[config.mk]
export PLATFORM = sky130hd
export DESIGN_NAME = tccl_top
export DESIGN_NICKNAME = d
export VERILOG_FILES = /design/src/logic/tccl_pkg.sv /design/src/logic/tccl_combiner.sv /design/src/logic/tccl_edge_sync.sv /design/src/logic/tccl_top.sv
export SDC_FILE = /design/constraint.sdc
export NUM_CORES = 1
export LEC_CHECK = 0
export BUFFER_PORTS_ARGS = -buffer_cell sky130_fd_sc_hd__buf_4
export CORE_MARGIN = 5
export CORE_UTILIZATION = 45
export CTS_BUF_LIST = sky130_fd_sc_hd__clkbuf_4
export CTS_CLUSTER_SIZE = 40
export DETAILED_ROUTE_END_ITERATION = 10
export GPL_TIMING_DRIVEN = 0
export PLACE_DENSITY_LB_ADDON = 0.15
export RECOVER_POWER = 100
export REMOVE_ABC_BUFFERS = 1
export SLEW_MARGIN = 20
export SYNTH_ARGS = -nofsm -noshare
export SYNTH_HDL_FRONTEND = slang
export SYNTH_HIERARCHICAL = 1
export SYNTH_SLANG_ARGS = --single-unit
[constraint.sdc]
create_clock -name i_clk -period 3.7 [get_ports i_clk]
set_input_delay 0.925 -clock i_clk [delete_from_list [all_inputs] [get_ports i_clk]]
set_output_delay 0.925 -clock i_clk [all_outputs]
set_load 0.02 [all_outputs]
[src/logic/tccl_pkg.sv]
// Function
// - Hold voltage span scale, 0 to 2000.
// - Hold current span scale, 0 to 2000.
// - Hold meter offset tuning, 0 to 100.
// - Restore setpoint on power-up by retain code.
// - Code 00: cancel on rise, stop if running.
// - Code 01: cancel on fall, stop if running.
// - Code 02: cancel on rise, ignored while running.
// - Operand A picked by source-A select.
// - Operand B picked by source-B select.
// - Output is A AND, OR, XOR B.
package tccl_pkg;

  // ----------------------------------------------------------------
  // Register indices (byte address is four times the index)
  // ----------------------------------------------------------------
  localparam int unsigned IDX_W            = 10;
  localparam logic [9:0]  IDX_VOLT_SPAN    = 10'h0c7;
  localparam logic [9:0]  IDX_CURR_SPAN    = 10'h0c8;
  localparam logic [9:0]  IDX_METER_OFS    = 10'h0c9;
  localparam logic [9:0]  IDX_TRIP_POLICY  = 10'h0cd;
  localparam logic [9:0]  IDX_RETAIN_SEL   = 10'h0cf;
  localparam logic [9:0]  IDX_DIAG_VIEW    = 10'h0d0;
  localparam logic [9:0]  IDX_THERM_GAIN   = 10'h0ee;
  localparam logic [9:0]  IDX_SRC_A        = 10'h0ef;
  localparam logic [9:0]  IDX_SRC_B        = 10'h0f0;
  localparam logic [9:0]  IDX_COMB_OP      = 10'h0f1;

  // ----------------------------------------------------------------
  // Field limits and reset values
  // ----------------------------------------------------------------
  localparam int unsigned REG_W            = 16;
  localparam logic [15:0] SPAN_MAX         = 16'd2000;
  localparam logic [15:0] METER_MAX        = 16'd100;
  localparam logic [15:0] THERM_MIN        = 16'd1;
  localparam logic [15:0] THERM_MAX        = 16'd2000;
  localparam logic [15:0] RST_SPAN         = 16'd1000;
  localparam logic [15:0] RST_METER        = 16'h0000;
  localparam logic [15:0] RST_THERM        = 16'd1000;
  localparam logic [15:0] RST_CODE         = 16'h0000;

  // ----------------------------------------------------------------
  // Option codes
  // ----------------------------------------------------------------
  localparam logic [15:0] RETAIN_DEFAULT   = 16'h0000;
  localparam logic [15:0] RETAIN_KEEP      = 16'h0001;
  localparam logic [15:0] POL_ON_STOP      = 16'h0000;
  localparam logic [15:0] POL_OFF_STOP     = 16'h0001;
  localparam logic [15:0] POL_ON_IDLE      = 16'h0002;
  localparam logic [15:0] OP_AND           = 16'h0000;
  localparam logic [15:0] OP_OR            = 16'h0001;
  localparam logic [15:0] OP_XOR           = 16'h0002;
  localparam logic [15:0] DIAG_ON          = 16'h0001;

  // ----------------------------------------------------------------
  // Bus answers
  // ----------------------------------------------------------------
  localparam logic [1:0]  RESP_OKAY        = 2'b00;

endpackage

[src/logic/tccl_combiner.sv]
module tccl_combiner
  import tccl_pkg::*;
#(
  parameter int unsigned NUM_FUNCS = 16,
  parameter int unsigned SEL_W     = 4
)
(
  input  wire logic                 i_clk,     // System clock.
  input  wire logic                 i_reset_n, // Synchronous reset, active low.
  input  wire logic [NUM_FUNCS-1:0] i_funcs,   // Internal output functions.
  input  wire logic [SEL_W-1:0]     i_sel_a,   // Operand A select.
  input  wire logic [SEL_W-1:0]     i_sel_b,   // Operand B select.
  input  wire logic [15:0]          i_op,      // Operation code.
  output logic                      o_logic    // Combined output, registered.
);

  logic opa;
  logic opb;

  assign opa = i_funcs[i_sel_a];
  assign opb = i_funcs[i_sel_b];

  always_ff @(posedge i_clk) begin
    if (!i_reset_n) begin
      o_logic <= 1'b0;
    end else begin
      unique case (i_op)
        OP_AND:  o_logic <= opa & opb;
        OP_OR:   o_logic <= opa | opb;
        OP_XOR:  o_logic <= opa ^ opb;
        default: o_logic <= 1'b0;
      endcase
    end
  end

  a_comb_result : assert property (@(posedge i_clk) disable iff (!i_reset_n)
    ##1 o_logic == (($past(i_op) == OP_AND) ? ($past(opa) & $past(opb)) :
                    ($past(i_op) == OP_OR)  ? ($past(opa) | $past(opb)) :
                    ($past(i_op) == OP_XOR) ? ($past(opa) ^ $past(opb)) : 1'b0))
    else $error("combined output does not match operands");

  a_operand_pick : assert property (@(posedge i_clk) disable iff (!i_reset_n)
    (i_sel_a == i_sel_b && i_op == OP_XOR) |=> !o_logic)
    else $error("same source on both operands must XOR to zero");

endmodule

[src/logic/tccl_edge_sync.sv]
module tccl_edge_sync
  import tccl_pkg::*;
(
  input  wire logic i_clk,     // System clock.
  input  wire logic i_reset_n, // Synchronous reset, active low.
  input  wire logic i_pin,     // Asynchronous pin level.
  output logic      o_rise,    // One-cycle pulse on a low-to-high edge.
  output logic      o_fall     // One-cycle pulse on a high-to-low edge.
);

  logic       meta;
  logic       sync;
  logic       last;
  logic [1:0] warm;

  // ----------------------------------------------------------------
  // Synchroniser and edge detector
  // ----------------------------------------------------------------
  // Edges are held off until the pipe has seen real samples, so a pin
  // that is already high at reset release makes no false rise.
  always_ff @(posedge i_clk) begin
    if (!i_reset_n) begin
      meta <= 1'b0;
      sync <= 1'b0;
      last <= 1'b0;
      warm <= 2'b00;
    end else begin
      meta <= i_pin;
      sync <= meta;
      last <= sync;
      if (warm != 2'b11) begin
        warm <= warm + 2'b01;
      end
    end
  end

  assign o_rise = (warm == 2'b11) && sync && !last;
  assign o_fall = (warm == 2'b11) && !sync && last;

  a_edge_single : assert property (@(posedge i_clk) disable iff (!i_reset_n)
    (o_rise || o_fall) |=> !(o_rise || o_fall))
    else $error("edge event lasted more than one cycle");

endmodule

[src/logic/tccl_top.sv]
module tccl_top
  import tccl_pkg::*;
#(
  parameter int unsigned NUM_FUNCS = 16,
  parameter int unsigned ADDR_W    = 12
)
(
  input  wire logic                 i_clk,           // System clock, 200 MHz.
  input  wire logic                 i_reset_n,       // Synchronous reset, active low.
  input  wire logic [ADDR_W-1:0]    i_awaddr,        // Write address.
  input  wire logic                 i_awvalid,       // Write address valid.
  output logic                      o_awready,       // Write address ready.
  input  wire logic [31:0]          i_wdata,         // Write data.
  input  wire logic [3:0]           i_wstrb,         // Write byte strobes.
  input  wire logic                 i_wvalid,        // Write data valid.
  output logic                      o_wready,        // Write data ready.
  output logic [1:0]                o_bresp,         // Write response.
  output logic                      o_bvalid,        // Write response valid.
  input  wire logic                 i_bready,        // Write response ready.
  input  wire logic [ADDR_W-1:0]    i_araddr,        // Read address.
  input  wire logic                 i_arvalid,       // Read address valid.
  output logic                      o_arready,       // Read address ready.
  output logic [31:0]               o_rdata,         // Read data.
  output logic [1:0]                o_rresp,         // Read response.
  output logic                      o_rvalid,        // Read data valid.
  input  wire logic                 i_rready,        // Read data ready.
  input  wire logic [NUM_FUNCS-1:0] i_funcs,         // Internal output functions.
  input  wire logic                 i_trip_clear_pin,// Trip-clear pin, asynchronous.
  input  wire logic                 i_trip_active,   // Drive is in trip state.
  input  wire logic                 i_running,       // Drive is in run mode.
  input  wire logic                 i_power_up,      // Power-cycle restore pulse.
  input  wire logic [15:0]          i_default_speed_setpoint, // Default setpoint.
  input  wire logic [15:0]          i_last_updown_freq,       // Last stepped frequency.
  output logic [15:0]               o_voltage_span_cal,       // Voltage span, 0.1 %.
  output logic [15:0]               o_current_span_cal,       // Current span, 0.1 %.
  output logic [15:0]               o_meter_offset_tune,      // Meter offset, 0.1.
  output logic [15:0]               o_thermistor_gain_tune,   // Thermistor gain.
  output logic                      o_diag_view_enable,       // Diagnostic view on.
  output logic [15:0]               o_restore_setpoint,       // Restored setpoint.
  output logic                      o_restore_valid,          // Restore pulse.
  output logic                      o_trip_cancel,            // Trip cancel pulse.
  output logic                      o_stop_request,           // Stop pulse.
  output logic                      o_logic_out               // Combiner output.
);

  localparam int unsigned SEL_W = (NUM_FUNCS > 1) ? $clog2(NUM_FUNCS) : 1;

  if (NUM_FUNCS < 2 || NUM_FUNCS > 256) begin : g_bad_funcs
    $error("NUM_FUNCS must be 2 to 256");
  end
  if (ADDR_W < IDX_W + 2) begin : g_bad_addr
    $error("ADDR_W too narrow for the register map");
  end

  // ----------------------------------------------------------------
  // Helpers
  // ----------------------------------------------------------------
  function automatic logic is_mapped(input logic [9:0] idx);
    unique case (idx)
      IDX_VOLT_SPAN, IDX_CURR_SPAN, IDX_METER_OFS, IDX_TRIP_POLICY,
      IDX_RETAIN_SEL, IDX_DIAG_VIEW, IDX_THERM_GAIN, IDX_SRC_A,
      IDX_SRC_B, IDX_COMB_OP: is_mapped = 1'b1;
      default:                is_mapped = 1'b0;
    endcase
  endfunction

  function automatic logic [15:0] merge(input logic [15:0] old,
                                        input logic [31:0] data,
                                        input logic [3:0]  strb);
    merge = old;
    if (strb[0]) begin
      merge[7:0] = data[7:0];
    end
    if (strb[1]) begin
      merge[15:8] = data[15:8];
    end
  endfunction

  function automatic logic in_range(input logic [15:0] v,
                                    input logic [15:0] lo,
                                    input logic [15:0] hi);
    in_range = (v >= lo) && (v <= hi);
  endfunction

  // ----------------------------------------------------------------
  // Register storage
  // ----------------------------------------------------------------
  logic [15:0] trip_clear_policy;
  logic [15:0] updown_retain_select;
  logic [15:0] diag_view_enable;
  logic [15:0] combiner_source_a;
  logic [15:0] combiner_source_b;
  logic [15:0] combiner_op;

  logic        aw_full;
  logic        w_full;
  logic [9:0]  aw_idx;
  logic [31:0] w_data;
  logic [3:0]  w_strb;
  logic        wr_fire;
  logic        rd_fire;
  logic [9:0]  ar_idx;
  logic [15:0] rd_word;
  logic        clr_rise;
  logic        clr_fall;
  logic        clr_evt;
  logic [15:0] funcs_max;

  assign funcs_max = 16'(NUM_FUNCS - 1);

  // ----------------------------------------------------------------
  // Write channel
  // ----------------------------------------------------------------
  // Address and data are held separately, so the master may offer them
  // in either order; the write is done once both are here and the
  // previous response has been taken.
  assign o_awready = !aw_full;
  assign o_wready  = !w_full;
  assign wr_fire   = aw_full && w_full && !o_bvalid;
  assign o_bresp   = RESP_OKAY;

  always_ff @(posedge i_clk) begin
    if (!i_reset_n) begin
      aw_full <= 1'b0;
      aw_idx  <= 10'h000;
    end else if (i_awvalid && o_awready) begin
      aw_full <= 1'b1;
      aw_idx  <= i_awaddr[IDX_W+1:2];
    end else if (wr_fire) begin
      aw_full <= 1'b0;
    end
  end

  always_ff @(posedge i_clk) begin
    if (!i_reset_n) begin
      w_full <= 1'b0;
      w_data <= 32'h0000_0000;
      w_strb <= 4'h0;
    end else if (i_wvalid && o_wready) begin
      w_full <= 1'b1;
      w_data <= i_wdata;
      w_strb <= i_wstrb;
    end else if (wr_fire) begin
      w_full <= 1'b0;
    end
  end

  always_ff @(posedge i_clk) begin
    if (!i_reset_n) begin
      o_bvalid <= 1'b0;
    end else if (wr_fire) begin
      o_bvalid <= 1'b1;
    end else if (i_bready) begin
      o_bvalid <= 1'b0;
    end
  end

  // ----------------------------------------------------------------
  // Register file
  // ----------------------------------------------------------------
  // A value outside its legal range is dropped and the old value kept,
  // so the drive logic never sees a setting it cannot serve.
  always_ff @(posedge i_clk) begin
    if (!i_reset_n) begin
      o_voltage_span_cal     <= RST_SPAN;
      o_current_span_cal     <= RST_SPAN;
      o_meter_offset_tune    <= RST_METER;
      o_thermistor_gain_tune <= RST_THERM;
      trip_clear_policy      <= RST_CODE;
      updown_retain_select   <= RST_CODE;
      diag_view_enable       <= RST_CODE;
      combiner_source_a      <= RST_CODE;
      combiner_source_b      <= RST_CODE;
      combiner_op            <= RST_CODE;
    end else if (wr_fire) begin
      unique case (aw_idx)
        IDX_VOLT_SPAN: begin
          if (in_range(merge(o_voltage_span_cal, w_data, w_strb), 16'd0, SPAN_MAX)) begin
            o_voltage_span_cal <= merge(o_voltage_span_cal, w_data, w_strb);
          end
        end
        IDX_CURR_SPAN: begin
          if (in_range(merge(o_current_span_cal, w_data, w_strb), 16'd0, SPAN_MAX)) begin
            o_current_span_cal <= merge(o_current_span_cal, w_data, w_strb);
          end
        end
        IDX_METER_OFS: begin
          if (in_range(merge(o_meter_offset_tune, w_data, w_strb), 16'd0, METER_MAX)) begin
            o_meter_offset_tune <= merge(o_meter_offset_tune, w_data, w_strb);
          end
        end
        IDX_THERM_GAIN: begin
          if (in_range(merge(o_thermistor_gain_tune, w_data, w_strb), THERM_MIN,
                       THERM_MAX)) begin
            o_thermistor_gain_tune <= merge(o_thermistor_gain_tune, w_data, w_strb);
          end
        end
        IDX_TRIP_POLICY: begin
          if (in_range(merge(trip_clear_policy, w_data, w_strb), 16'd0, POL_ON_IDLE)) begin
            trip_clear_policy <= merge(trip_clear_policy, w_data, w_strb);
          end
        end
        IDX_RETAIN_SEL: begin
          if (in_range(merge(updown_retain_select, w_data, w_strb), 16'd0,
                       RETAIN_KEEP)) begin
            updown_retain_select <= merge(updown_retain_select, w_data, w_strb);
          end
        end
        IDX_DIAG_VIEW: begin
          if (in_range(merge(diag_view_enable, w_data, w_strb), 16'd0, DIAG_ON)) begin
            diag_view_enable <= merge(diag_view_enable, w_data, w_strb);
          end
        end
        IDX_SRC_A: begin
          if (in_range(merge(combiner_source_a, w_data, w_strb), 16'd0, funcs_max)) begin
            combiner_source_a <= merge(combiner_source_a, w_data, w_strb);
          end
        end
        IDX_SRC_B: begin
          if (in_range(merge(combiner_source_b, w_data, w_strb), 16'd0, funcs_max)) begin
            combiner_source_b <= merge(combiner_source_b, w_data, w_strb);
          end
        end
        IDX_COMB_OP: begin
          if (in_range(merge(combiner_op, w_data, w_strb), 16'd0, OP_XOR)) begin
            combiner_op <= merge(combiner_op, w_data, w_strb);
          end
        end
        default: begin
        end
      endcase
    end
  end

  assign o_diag_view_enable = (diag_view_enable == DIAG_ON);

  // ----------------------------------------------------------------
  // Read channel
  // ----------------------------------------------------------------
  assign o_arready = !o_rvalid;
  assign rd_fire   = i_arvalid && o_arready;
  assign ar_idx    = i_araddr[IDX_W+1:2];
  assign o_rresp   = RESP_OKAY;

  always_comb begin
    rd_word = 16'h0000;
    if (is_mapped(ar_idx)) begin
      unique case (ar_idx)
        IDX_VOLT_SPAN:   rd_word = o_voltage_span_cal;
        IDX_CURR_SPAN:   rd_word = o_current_span_cal;
        IDX_METER_OFS:   rd_word = o_meter_offset_tune;
        IDX_THERM_GAIN:  rd_word = o_thermistor_gain_tune;
        IDX_TRIP_POLICY: rd_word = trip_clear_policy;
        IDX_RETAIN_SEL:  rd_word = updown_retain_select;
        IDX_DIAG_VIEW:   rd_word = diag_view_enable;
        IDX_SRC_A:       rd_word = combiner_source_a;
        IDX_SRC_B:       rd_word = combiner_source_b;
        IDX_COMB_OP:     rd_word = combiner_op;
        default:         rd_word = 16'h0000;
      endcase
    end
  end

  always_ff @(posedge i_clk) begin
    if (!i_reset_n) begin
      o_rvalid <= 1'b0;
      o_rdata  <= 32'h0000_0000;
    end else if (rd_fire) begin
      o_rvalid <= 1'b1;
      o_rdata  <= {16'h0000, rd_word};
    end else if (i_rready) begin
      o_rvalid <= 1'b0;
    end
  end

  // ----------------------------------------------------------------
  // Setpoint restore after a power cycle
  // ----------------------------------------------------------------
  always_ff @(posedge i_clk) begin
    if (!i_reset_n) begin
      o_restore_valid    <= 1'b0;
      o_restore_setpoint <= 16'h0000;
    end else begin
      o_restore_valid <= i_power_up;
      if (i_power_up) begin
        o_restore_setpoint <= (updown_retain_select == RETAIN_KEEP) ?
                              i_last_updown_freq : i_default_speed_setpoint;
      end
    end
  end

  // ----------------------------------------------------------------
  // Trip clear
  // ----------------------------------------------------------------
  tccl_edge_sync u_clr_sync (
    .i_clk     (i_clk),
    .i_reset_n (i_reset_n),
    .i_pin     (i_trip_clear_pin),
    .o_rise    (clr_rise),
    .o_fall    (clr_fall)
  );

  assign clr_evt = (trip_clear_policy == POL_OFF_STOP) ? clr_fall : clr_rise;

  // Under the idle-only policy a press during run does nothing at all,
  // not even a cancel, so a running drive is never disturbed.
  always_ff @(posedge i_clk) begin
    if (!i_reset_n) begin
      o_trip_cancel  <= 1'b0;
      o_stop_request <= 1'b0;
    end else begin
      o_trip_cancel  <= 1'b0;
      o_stop_request <= 1'b0;
      if (clr_evt) begin
        if (trip_clear_policy == POL_ON_IDLE) begin
          o_trip_cancel <= i_trip_active && !i_running;
        end else begin
          o_trip_cancel  <= i_trip_active;
          o_stop_request <= i_running;
        end
      end
    end
  end

  // ----------------------------------------------------------------
  // Logic output combiner
  // ----------------------------------------------------------------
  tccl_combiner #(
    .NUM_FUNCS (NUM_FUNCS),
    .SEL_W     (SEL_W)
  ) u_comb (
    .i_clk     (i_clk),
    .i_reset_n (i_reset_n),
    .i_funcs   (i_funcs),
    .i_sel_a   (combiner_source_a[SEL_W-1:0]),
    .i_sel_b   (combiner_source_b[SEL_W-1:0]),
    .i_op      (combiner_op),
    .o_logic   (o_logic_out)
  );

  // ----------------------------------------------------------------
  // Checks
  // ----------------------------------------------------------------
  a_volt_span_max : assert property (@(posedge i_clk) disable iff (!i_reset_n)
    o_voltage_span_cal <= SPAN_MAX)
    else $error("voltage span above limit");

  a_curr_span_max : assert property (@(posedge i_clk) disable iff (!i_reset_n)
    o_current_span_cal <= SPAN_MAX)
    else $error("current span above limit");

  a_meter_ofs_max : assert property (@(posedge i_clk) disable iff (!i_reset_n)
    o_meter_offset_tune <= METER_MAX)
    else $error("meter offset above limit");

  a_restore_pick : assert property (@(posedge i_clk) disable iff (!i_reset_n)
    i_power_up |=> o_restore_valid && (o_restore_setpoint ==
      (($past(updown_retain_select) == RETAIN_KEEP) ? $past(i_last_updown_freq) :
                                                       $past(i_default_speed_setpoint))))
    else $error("restored setpoint from wrong source");

  a_rise_stop : assert property (@(posedge i_clk) disable iff (!i_reset_n)
    (clr_rise && trip_clear_policy == POL_ON_STOP && i_running && i_trip_active)
    |=> o_stop_request && o_trip_cancel)
    else $error("rise under policy 00 did not cancel and stop");

  a_fall_cancel : assert property (@(posedge i_clk) disable iff (!i_reset_n)
    (clr_fall && trip_clear_policy == POL_OFF_STOP && i_trip_active)
    |=> o_trip_cancel ##1 !o_trip_cancel)
    else $error("fall under policy 01 did not cancel once");

  a_idle_only : assert property (@(posedge i_clk) disable iff (!i_reset_n)
    (trip_clear_policy == POL_ON_IDLE && i_running) |=> !o_stop_request && !o_trip_cancel)
    else $error("policy 02 acted while running");

  a_reserved_zero : assert property (@(posedge i_clk) disable iff (!i_reset_n)
    (rd_fire && !is_mapped(ar_idx)) |=> o_rvalid && o_rdata == 32'h0000_0000)
    else $error("reserved location read non-zero");

endmodule
==> results of run 1 <==
==> cell families (layout without fill, tap and decap cells) <==
logic type | count (synthesis) | after routing | synth area share
buffers and inverters | 104 | 311 | 0.0447
AND/OR/NAND/NOR | 512 | 512 | 0.257
flip-flops | 233 | 233 | 0.442
AO/OA/AOI/OAI | 188 | 188 | 0.117
adder cells (fa/ha/maj) | 3 | 3 | 0.00356
XOR/XNOR | 1 | 1 | 0.000830
multiplexers | 126 | 126 | 0.134
other | 1 | 21 | 0.000355
==> critical path: cells and delay by family (launching register included) <==
family                 cells  cell delay [ns]
DFF                        1             0.84
muxes                      1             0.26
buffers and inverters      1             0.50
AOI/OAI and AO/OA          2             1.54
==> worst max-delay path by stage <==
stage                                          start                            endpoint
global placement                         i_araddr[5]             o_rdata[4]$_SDFFE_PN0P_
global route        diag_view_enable[4]$_SDFFE_PN0P_                  o_diag_view_enable
finish                        w_strb[0]$_SDFFE_PN0P_  o_voltage_span_cal[2]$_SDFFE_PN0P_
floorplan                                i_araddr[4]             o_rdata[0]$_SDFFE_PN0P_
detailed placement                       i_araddr[2]            o_rdata[14]$_SDFFE_PN0P_
CTS                 diag_view_enable[4]$_SDFFE_PN0P_                  o_diag_view_enable
==> layer usage <==
metal / global-route usage / up-vias
met5: 0 / -
met4: 0.0633 / 0
met3: 0.0565 / 52
met2: 0.372 / 354
met1: 0.317 / 4453
li1: - / 4636
==> power by group through the flow <==
stage	combinational, mW	sequential, mW	clock [mW]
floorplan	0.193	2.66	0
finish	0.407	2.60	1.91
global route	0.446	2.60	2.11
CTS	0.422	2.60	1.97
detailed placement	0.421	2.65	0
global placement	0.411	2.65	0
==> metrics by stage <==
step / worst slack (ns) / instance area, um^2 / utilization
2_1_floorplan: 0.267 / 10200 / -
3_3_place_gp: -1.16 / 12100 / 0.521
3_5_place_dp: 0.0658 / 12200 / 0.524
5_1_grt: 0.246 / 12400 / 0.532
6_report: 0.449 / 12400 / 0.532
4_1_cts: 0.537 / 12800 / 0.551
==> layout by cell type, fill, tap and decap left out, types with 3 or more instances in the layout <==
master	Yosys	layout
and2_1	47	16
a21oi_1	64	64
and2_0	0	31
nor4_1	33	33
o21ai_0	19	25
conb_1	1	20
nor3b_1	8	8
or4_1	5	5
nor3_1	19	19
buf_4	20	97
inv_1	11	12
o22ai_1	18	18
a31oi_1	6	6
a2111oi_0	13	13
dfxtp_1	233	232
ha_1	3	3
nand3_1	26	26
and4_1	6	6
mux2i_1	100	100
nor2b_1	6	4
nand4b_1	5	5
clkinv_1	0	14
nand2b_1	6	6
nand4_1	35	36
nor2_1	88	89
a22oi_1	19	19
clkbuf_4	0	74
clkbuf_1	59	106
o211ai_1	4	4
clkinv_2	0	3
mux2_2	18	17
nand2_1	137	137
a211oi_1	19	20
and3_1	63	63
or3_1	4	4
mux4_1	8	8
and4b_1	3	3
nand3b_1	8	8
==> area by class of cell <==
type	instances	area share
Antenna cell	1	0.000202
Clock buffer	74	0.0448
Clock inverter	18	0.00576
Inverter	13	0.00414
Multi-Input combinational cell	850	0.442
Sequential cell	233	0.377
Tap cell	319	0.0322
Timing Repair Buffer	206	0.0943
==> impl_metrics.yaml, run 1 <==
drt:
  post-route-drc-count: 0
  top_layer: "met4"
  first_pass_iters: 5
  avgViaCountPerCell: 5.54
  wl_met3_mm: 2.44
  num_vias: 9495
  drtIter0Drc: 701
  wl_mm: 32.0
  wl_met2_mm: 14.8
  drt-met1-wl_mm: 14.1
  wl_per_cell_um: 18.7
  ant_nets: 0
placement:
  routabilityCongestion: 0.891
  dp_hpwl_mm: 23.2
  dpl.cell_count: 1621
  io_buffer_count: 202
cts:
  htreeDepth: 2
  cts_buffers: 57
  cts_buffer_depth: 3
  worstSkewPairLatency_ns: 0.67
  cts_tree: "done"
  cts_setup_buffers: 0
  hold_buffers: 0
  cts_root_buf: "clkbuf_4"
  cts_resized: 0
  clkTransAtPathRegs_ns: 0.06
  clock-sinks: 233
synth:
  synth_cell_types: 65
  yosys.area.top_type_share: 0.442
  syn_avg_cell_area_um2: 9.04
  synth_area_leaders: "dfxtp_1, mux2i_1, nand2_1"
  synth_warnings: 6
  syn_area_um2: 10600
  async_flop_share: 0
  synth-seq-cells: 233
  ys_seq_area_frac: 0.442
  synth_top_area_cell: "dfxtp_1"
  synth-edff-count: 0
  synthFlopType: "dfxtp_1"
  synth_most_common_cell: "dfxtp_1"
  synthTopCellsByCount: "dfxtp_1, nand2_1, mux2i_1"
  syn_inst: 1168
global_routing:
  overflow: 0
  grt_pass1_wl_mm: 49.8
  grt_max_degree: 113
  grt_pass1_vias: 9085
  track_usage: 0.233
  antenna_found_initial: 1
worst_setup_path:
  worstReg2RegStart: "w_strb[0]$_SDFFE_PN0P_"
  arrival_ns: 3.83
  cp.required_ns: 4.28
  critical_path.max_fanout: 41
  reg2reg_depth: 4
  critical_path.max_stage_delay_ns: 0.99
  path_cells: "inv_1 > a221o_1 > a211oi_2 > mux2i_1"
  crit_slowest_cell: "a211oi_2"
  endpoint_kind: "flip-flop"
  start_kind: "flip-flop"
  r2r_slack_ns: 0.45
  r2r-end: "o_voltage_span_cal[2]$_SDFFE_PN0P_"
  critPathKind: "flip-flop to flip-flop"
finish:
  multi_input_area_um2: 5470
  register_area_um2: 4670
  layoutNonFillerInstCount: 1714
  syn_to_final_growth_pct: 17.4
  fillers: 2360
  layout.nets: 1483
  layout-drive-gt1-share: 0.151
power:
  peakVddDrop_uv: 206
  clockPowerShare: 0.389
  pwr_density_cell_nw_per_um2: 397
  p_comb_frac: 0.083
  power.switching_mw: 1.29
  total_power_mw: 4.92
  power.leakage_nw: 4.96
  p_int_mw: 3.63
  pwr-share-seq: 0.528
  p_sw_frac: 0.262
die:
  die_x_um: 163
  die-area_um2: 26600
  core_region_area_um2: 23300
  die_h_um: 163
  io_pins: 245
  initial_core_util: 0.454
  num_rows: 56
timing:
  hold-worst-slack_ns: 0.432
  fin_skew_ns: 0.0224
  fmax_mhz: 308
  setup_tns_ns: 0
  period_share: 0.879
  worst_slew_pin_slew_ns: 1.83
  finalSetupViolCount: 0
  slew_viol_final: 17
  final.min_clock_period_ns: 3.25
  relSlewSlack: -0.221
  rsz0062_at_grt: "no"
  timing.final.hold_violations: 0
hold_path:
  worstHoldEndpoint: "u_clr_sync/sync$_SDFF_PN0_"
  whs_path_depth: 1
  min_from: "u_clr_sync/meta$_SDFF_PN0_"
  holdCritPathClass: "flip-flop to flip-flop"
outcome:
  outcome: "finished, violations left"
  violations: "max-capacitance violations, max-slew violations"
flow_run:
  maxCapViolCount: 1
Note: power is estimated with default switching activity, not from simulation.
==> run 2, diff against run 1 <==
CTS_BUF_LIST = sky130_fd_sc_hd__clkbuf_2 sky130_fd_sc_hd__clkbuf_4 sky130_fd_sc_hd__clkbuf_8   (was sky130_fd_sc_hd__clkbuf_4)
==> run 2 against run 1 <==
  * The flow still finishes with violations (max-capacitance violations, max-slew violations)
  * Global-route usage decreased by 0.14 points
  * Final cell count decreased by 1.2%
  * Die area stayed put
  * Via count fell by 1.1%
  * Critical path depth unchanged
  * Clock power is 27% higher
  * Utilization up 1.0 points
  * Clock-buffer cell count fell by 15
  * Worst setup slack lost 0.042 ns
  * Sequential power is essentially flat
  * Routed wire length down 0.18%
  * Power rose by 11%
==> impl_metrics.yaml, run 2 (synthesis results as in run 1) <==
global_routing:
  overflow: 0
  track_usage: 0.232
  antenna_found_initial: 0
  grt_pass1_wl_mm: 49.4
  grt_pass1_vias: 8878
  grt_max_degree: 113
drt:
  post-route-drc-count: 0
  wl_mm: 31.9
  wl_per_cell_um: 18.9
  avgViaCountPerCell: 5.55
  first_pass_iters: 5
  drtIter0Drc: 715
  num_vias: 9389
  ant_nets: 0
timing:
  rsz0062_at_grt: "no"
  fin_skew_ns: 0.0266
  fmax_mhz: 304
  slew_viol_final: 17
  worst_slew_pin_slew_ns: 1.82
  relSlewSlack: -0.216
  final.min_clock_period_ns: 3.29
  period_share: 0.890
  finalSetupViolCount: 0
  timing.final.hold_violations: 0
cts:
  clkTransAtPathRegs_ns: 0.06
  clock-sinks: 233
  htreeDepth: 2
  cts_setup_buffers: 0
  cts_root_buf: "clkbuf_8"
  cts_resized: 0
  cts_buffer_depth: 3
  cts_tree: "done"
  cts_buffers: 39
  worstSkewPairLatency_ns: 0.54
  hold_buffers: 0
placement:
  io_buffer_count: 202
  dp_hpwl_mm: 23.2
  placed_area_um2: 12200
  routabilityCongestion: 0.891
hold_path:
  holdCritPathClass: "flip-flop to flip-flop"
power:
  clockPowerShare: 0.447
  power.leakage_nw: 5.03
  pwr_density_cell_nw_per_um2: 431
  p_comb_frac: 0.075
  p_sw_frac: 0.244
  pwr-share-seq: 0.478
  p_int_mw: 4.11
  power.switching_mw: 1.33
  peakVddDrop_uv: 231
die:
  die_x_um: 163
  num_rows: 56
  core_region_area_um2: 23300
  initial_core_util: 0.454
  die-area_um2: 26600
  io_pins: 245
  die_h_um: 163
finish:
  layout.nets: 1466
  layout_common_cells: "dfxtp_1, nand2_1, clkbuf_1, mux2i_1, buf_4"
  layout-drive-gt1-share: 0.148
  n_antenna_cell: 0
  syn_to_final_growth_pct: 19.6
  final_core_util: 0.543
  mostFrequentLayoutCell: "dfxtp_1"
  stdcell_area_um2: 12600
worst_setup_path:
  arrival_ns: 3.74
  cp.required_ns: 4.15
  start_kind: "flip-flop"
  endpoint_kind: "flip-flop"
  critPathKind: "flip-flop to flip-flop"
  critical_path.max_fanout: 41
outcome:
  violations: "max-capacitance violations, max-slew violations"
  outcome: "finished, violations left"
flow_run:
  maxCapViolCount: 1
[run 2: cell count changes in the layout (fill, tap and decap cells not counted), sizes merged]
cell and change:
diode -1, clkinv -11, clkbuf -14, bufinv +2, clkinvlp +4, inv -1
[run 2: worst paths after layout]
kind,startpoint,end,slack [ns],depth (start not counted)
setup / recovery,w_strb[0]$_SDFFE_PN0P_,o_voltage_span_cal[3]$_SDFFE_PN1P_,0.41,4
hold reg to reg,u_clr_sync/meta$_SDFF_PN0_,u_clr_sync/sync$_SDFF_PN0_,0.43,1
setup reg to reg,w_strb[0]$_SDFFE_PN0P_,o_voltage_span_cal[3]$_SDFFE_PN1P_,0.41,4
hold / removal,u_clr_sync/meta$_SDFF_PN0_,u_clr_sync/sync$_SDFF_PN0_,0.43,1
[run 2: power by group through the flow]
stage	Sequential, mW	Clock (mW)	Combinational (mW)
finish	2.60	2.43	0.410
global route	2.60	2.61	0.450
CTS	2.60	2.48	0.422
detailed placement	2.65	0	0.421
global placement	2.65	0	0.411
floorplan	2.66	0	0.193
[run 2: final cells by class]
class	instances	area (um^2)
Clock buffer	59	724
Clock inverter	12	120
Fill cell	2306	10600
Inverter	13	51.3
Multi-Input combinational cell	850	5480
Sequential cell	233	4670
Tap cell	319	399
Timing Repair Buffer	207	1190
[run 2: metrics by stage]
stage	setup slack [ns]	cells	TNS [ns]	hold WS, ns	total power [mW]
6_report	0.407	1693	0	0.432	5.44
3_3_place_gp	-1.16	1617	-27.90	0.416	3.06
3_5_place_dp	0.0658	1621	0	0.419	3.08
4_1_cts	0.566	1692	0	0.434	5.50
5_1_grt	0.250	1693	0	0.469	5.66
2_1_floorplan	0.267	1096	0	0.412	2.85
[run 2: worst max-delay path, stage by stage, from the launching register on]
cell      delay, ns
dfxtp_2        0.85
inv_1          0.51
a221o_1        0.56
a211oi_2       0.98
mux2i_1        0.29
[run 2: layer usage]
layer  vias up  routed length, um  global-route usage
li1       4580                  -                   -
met1      4449              14200               0.317
met2       314              14800               0.368
met3        46               2330              0.0550
met4         0                587              0.0629
met5         -                  0                   0
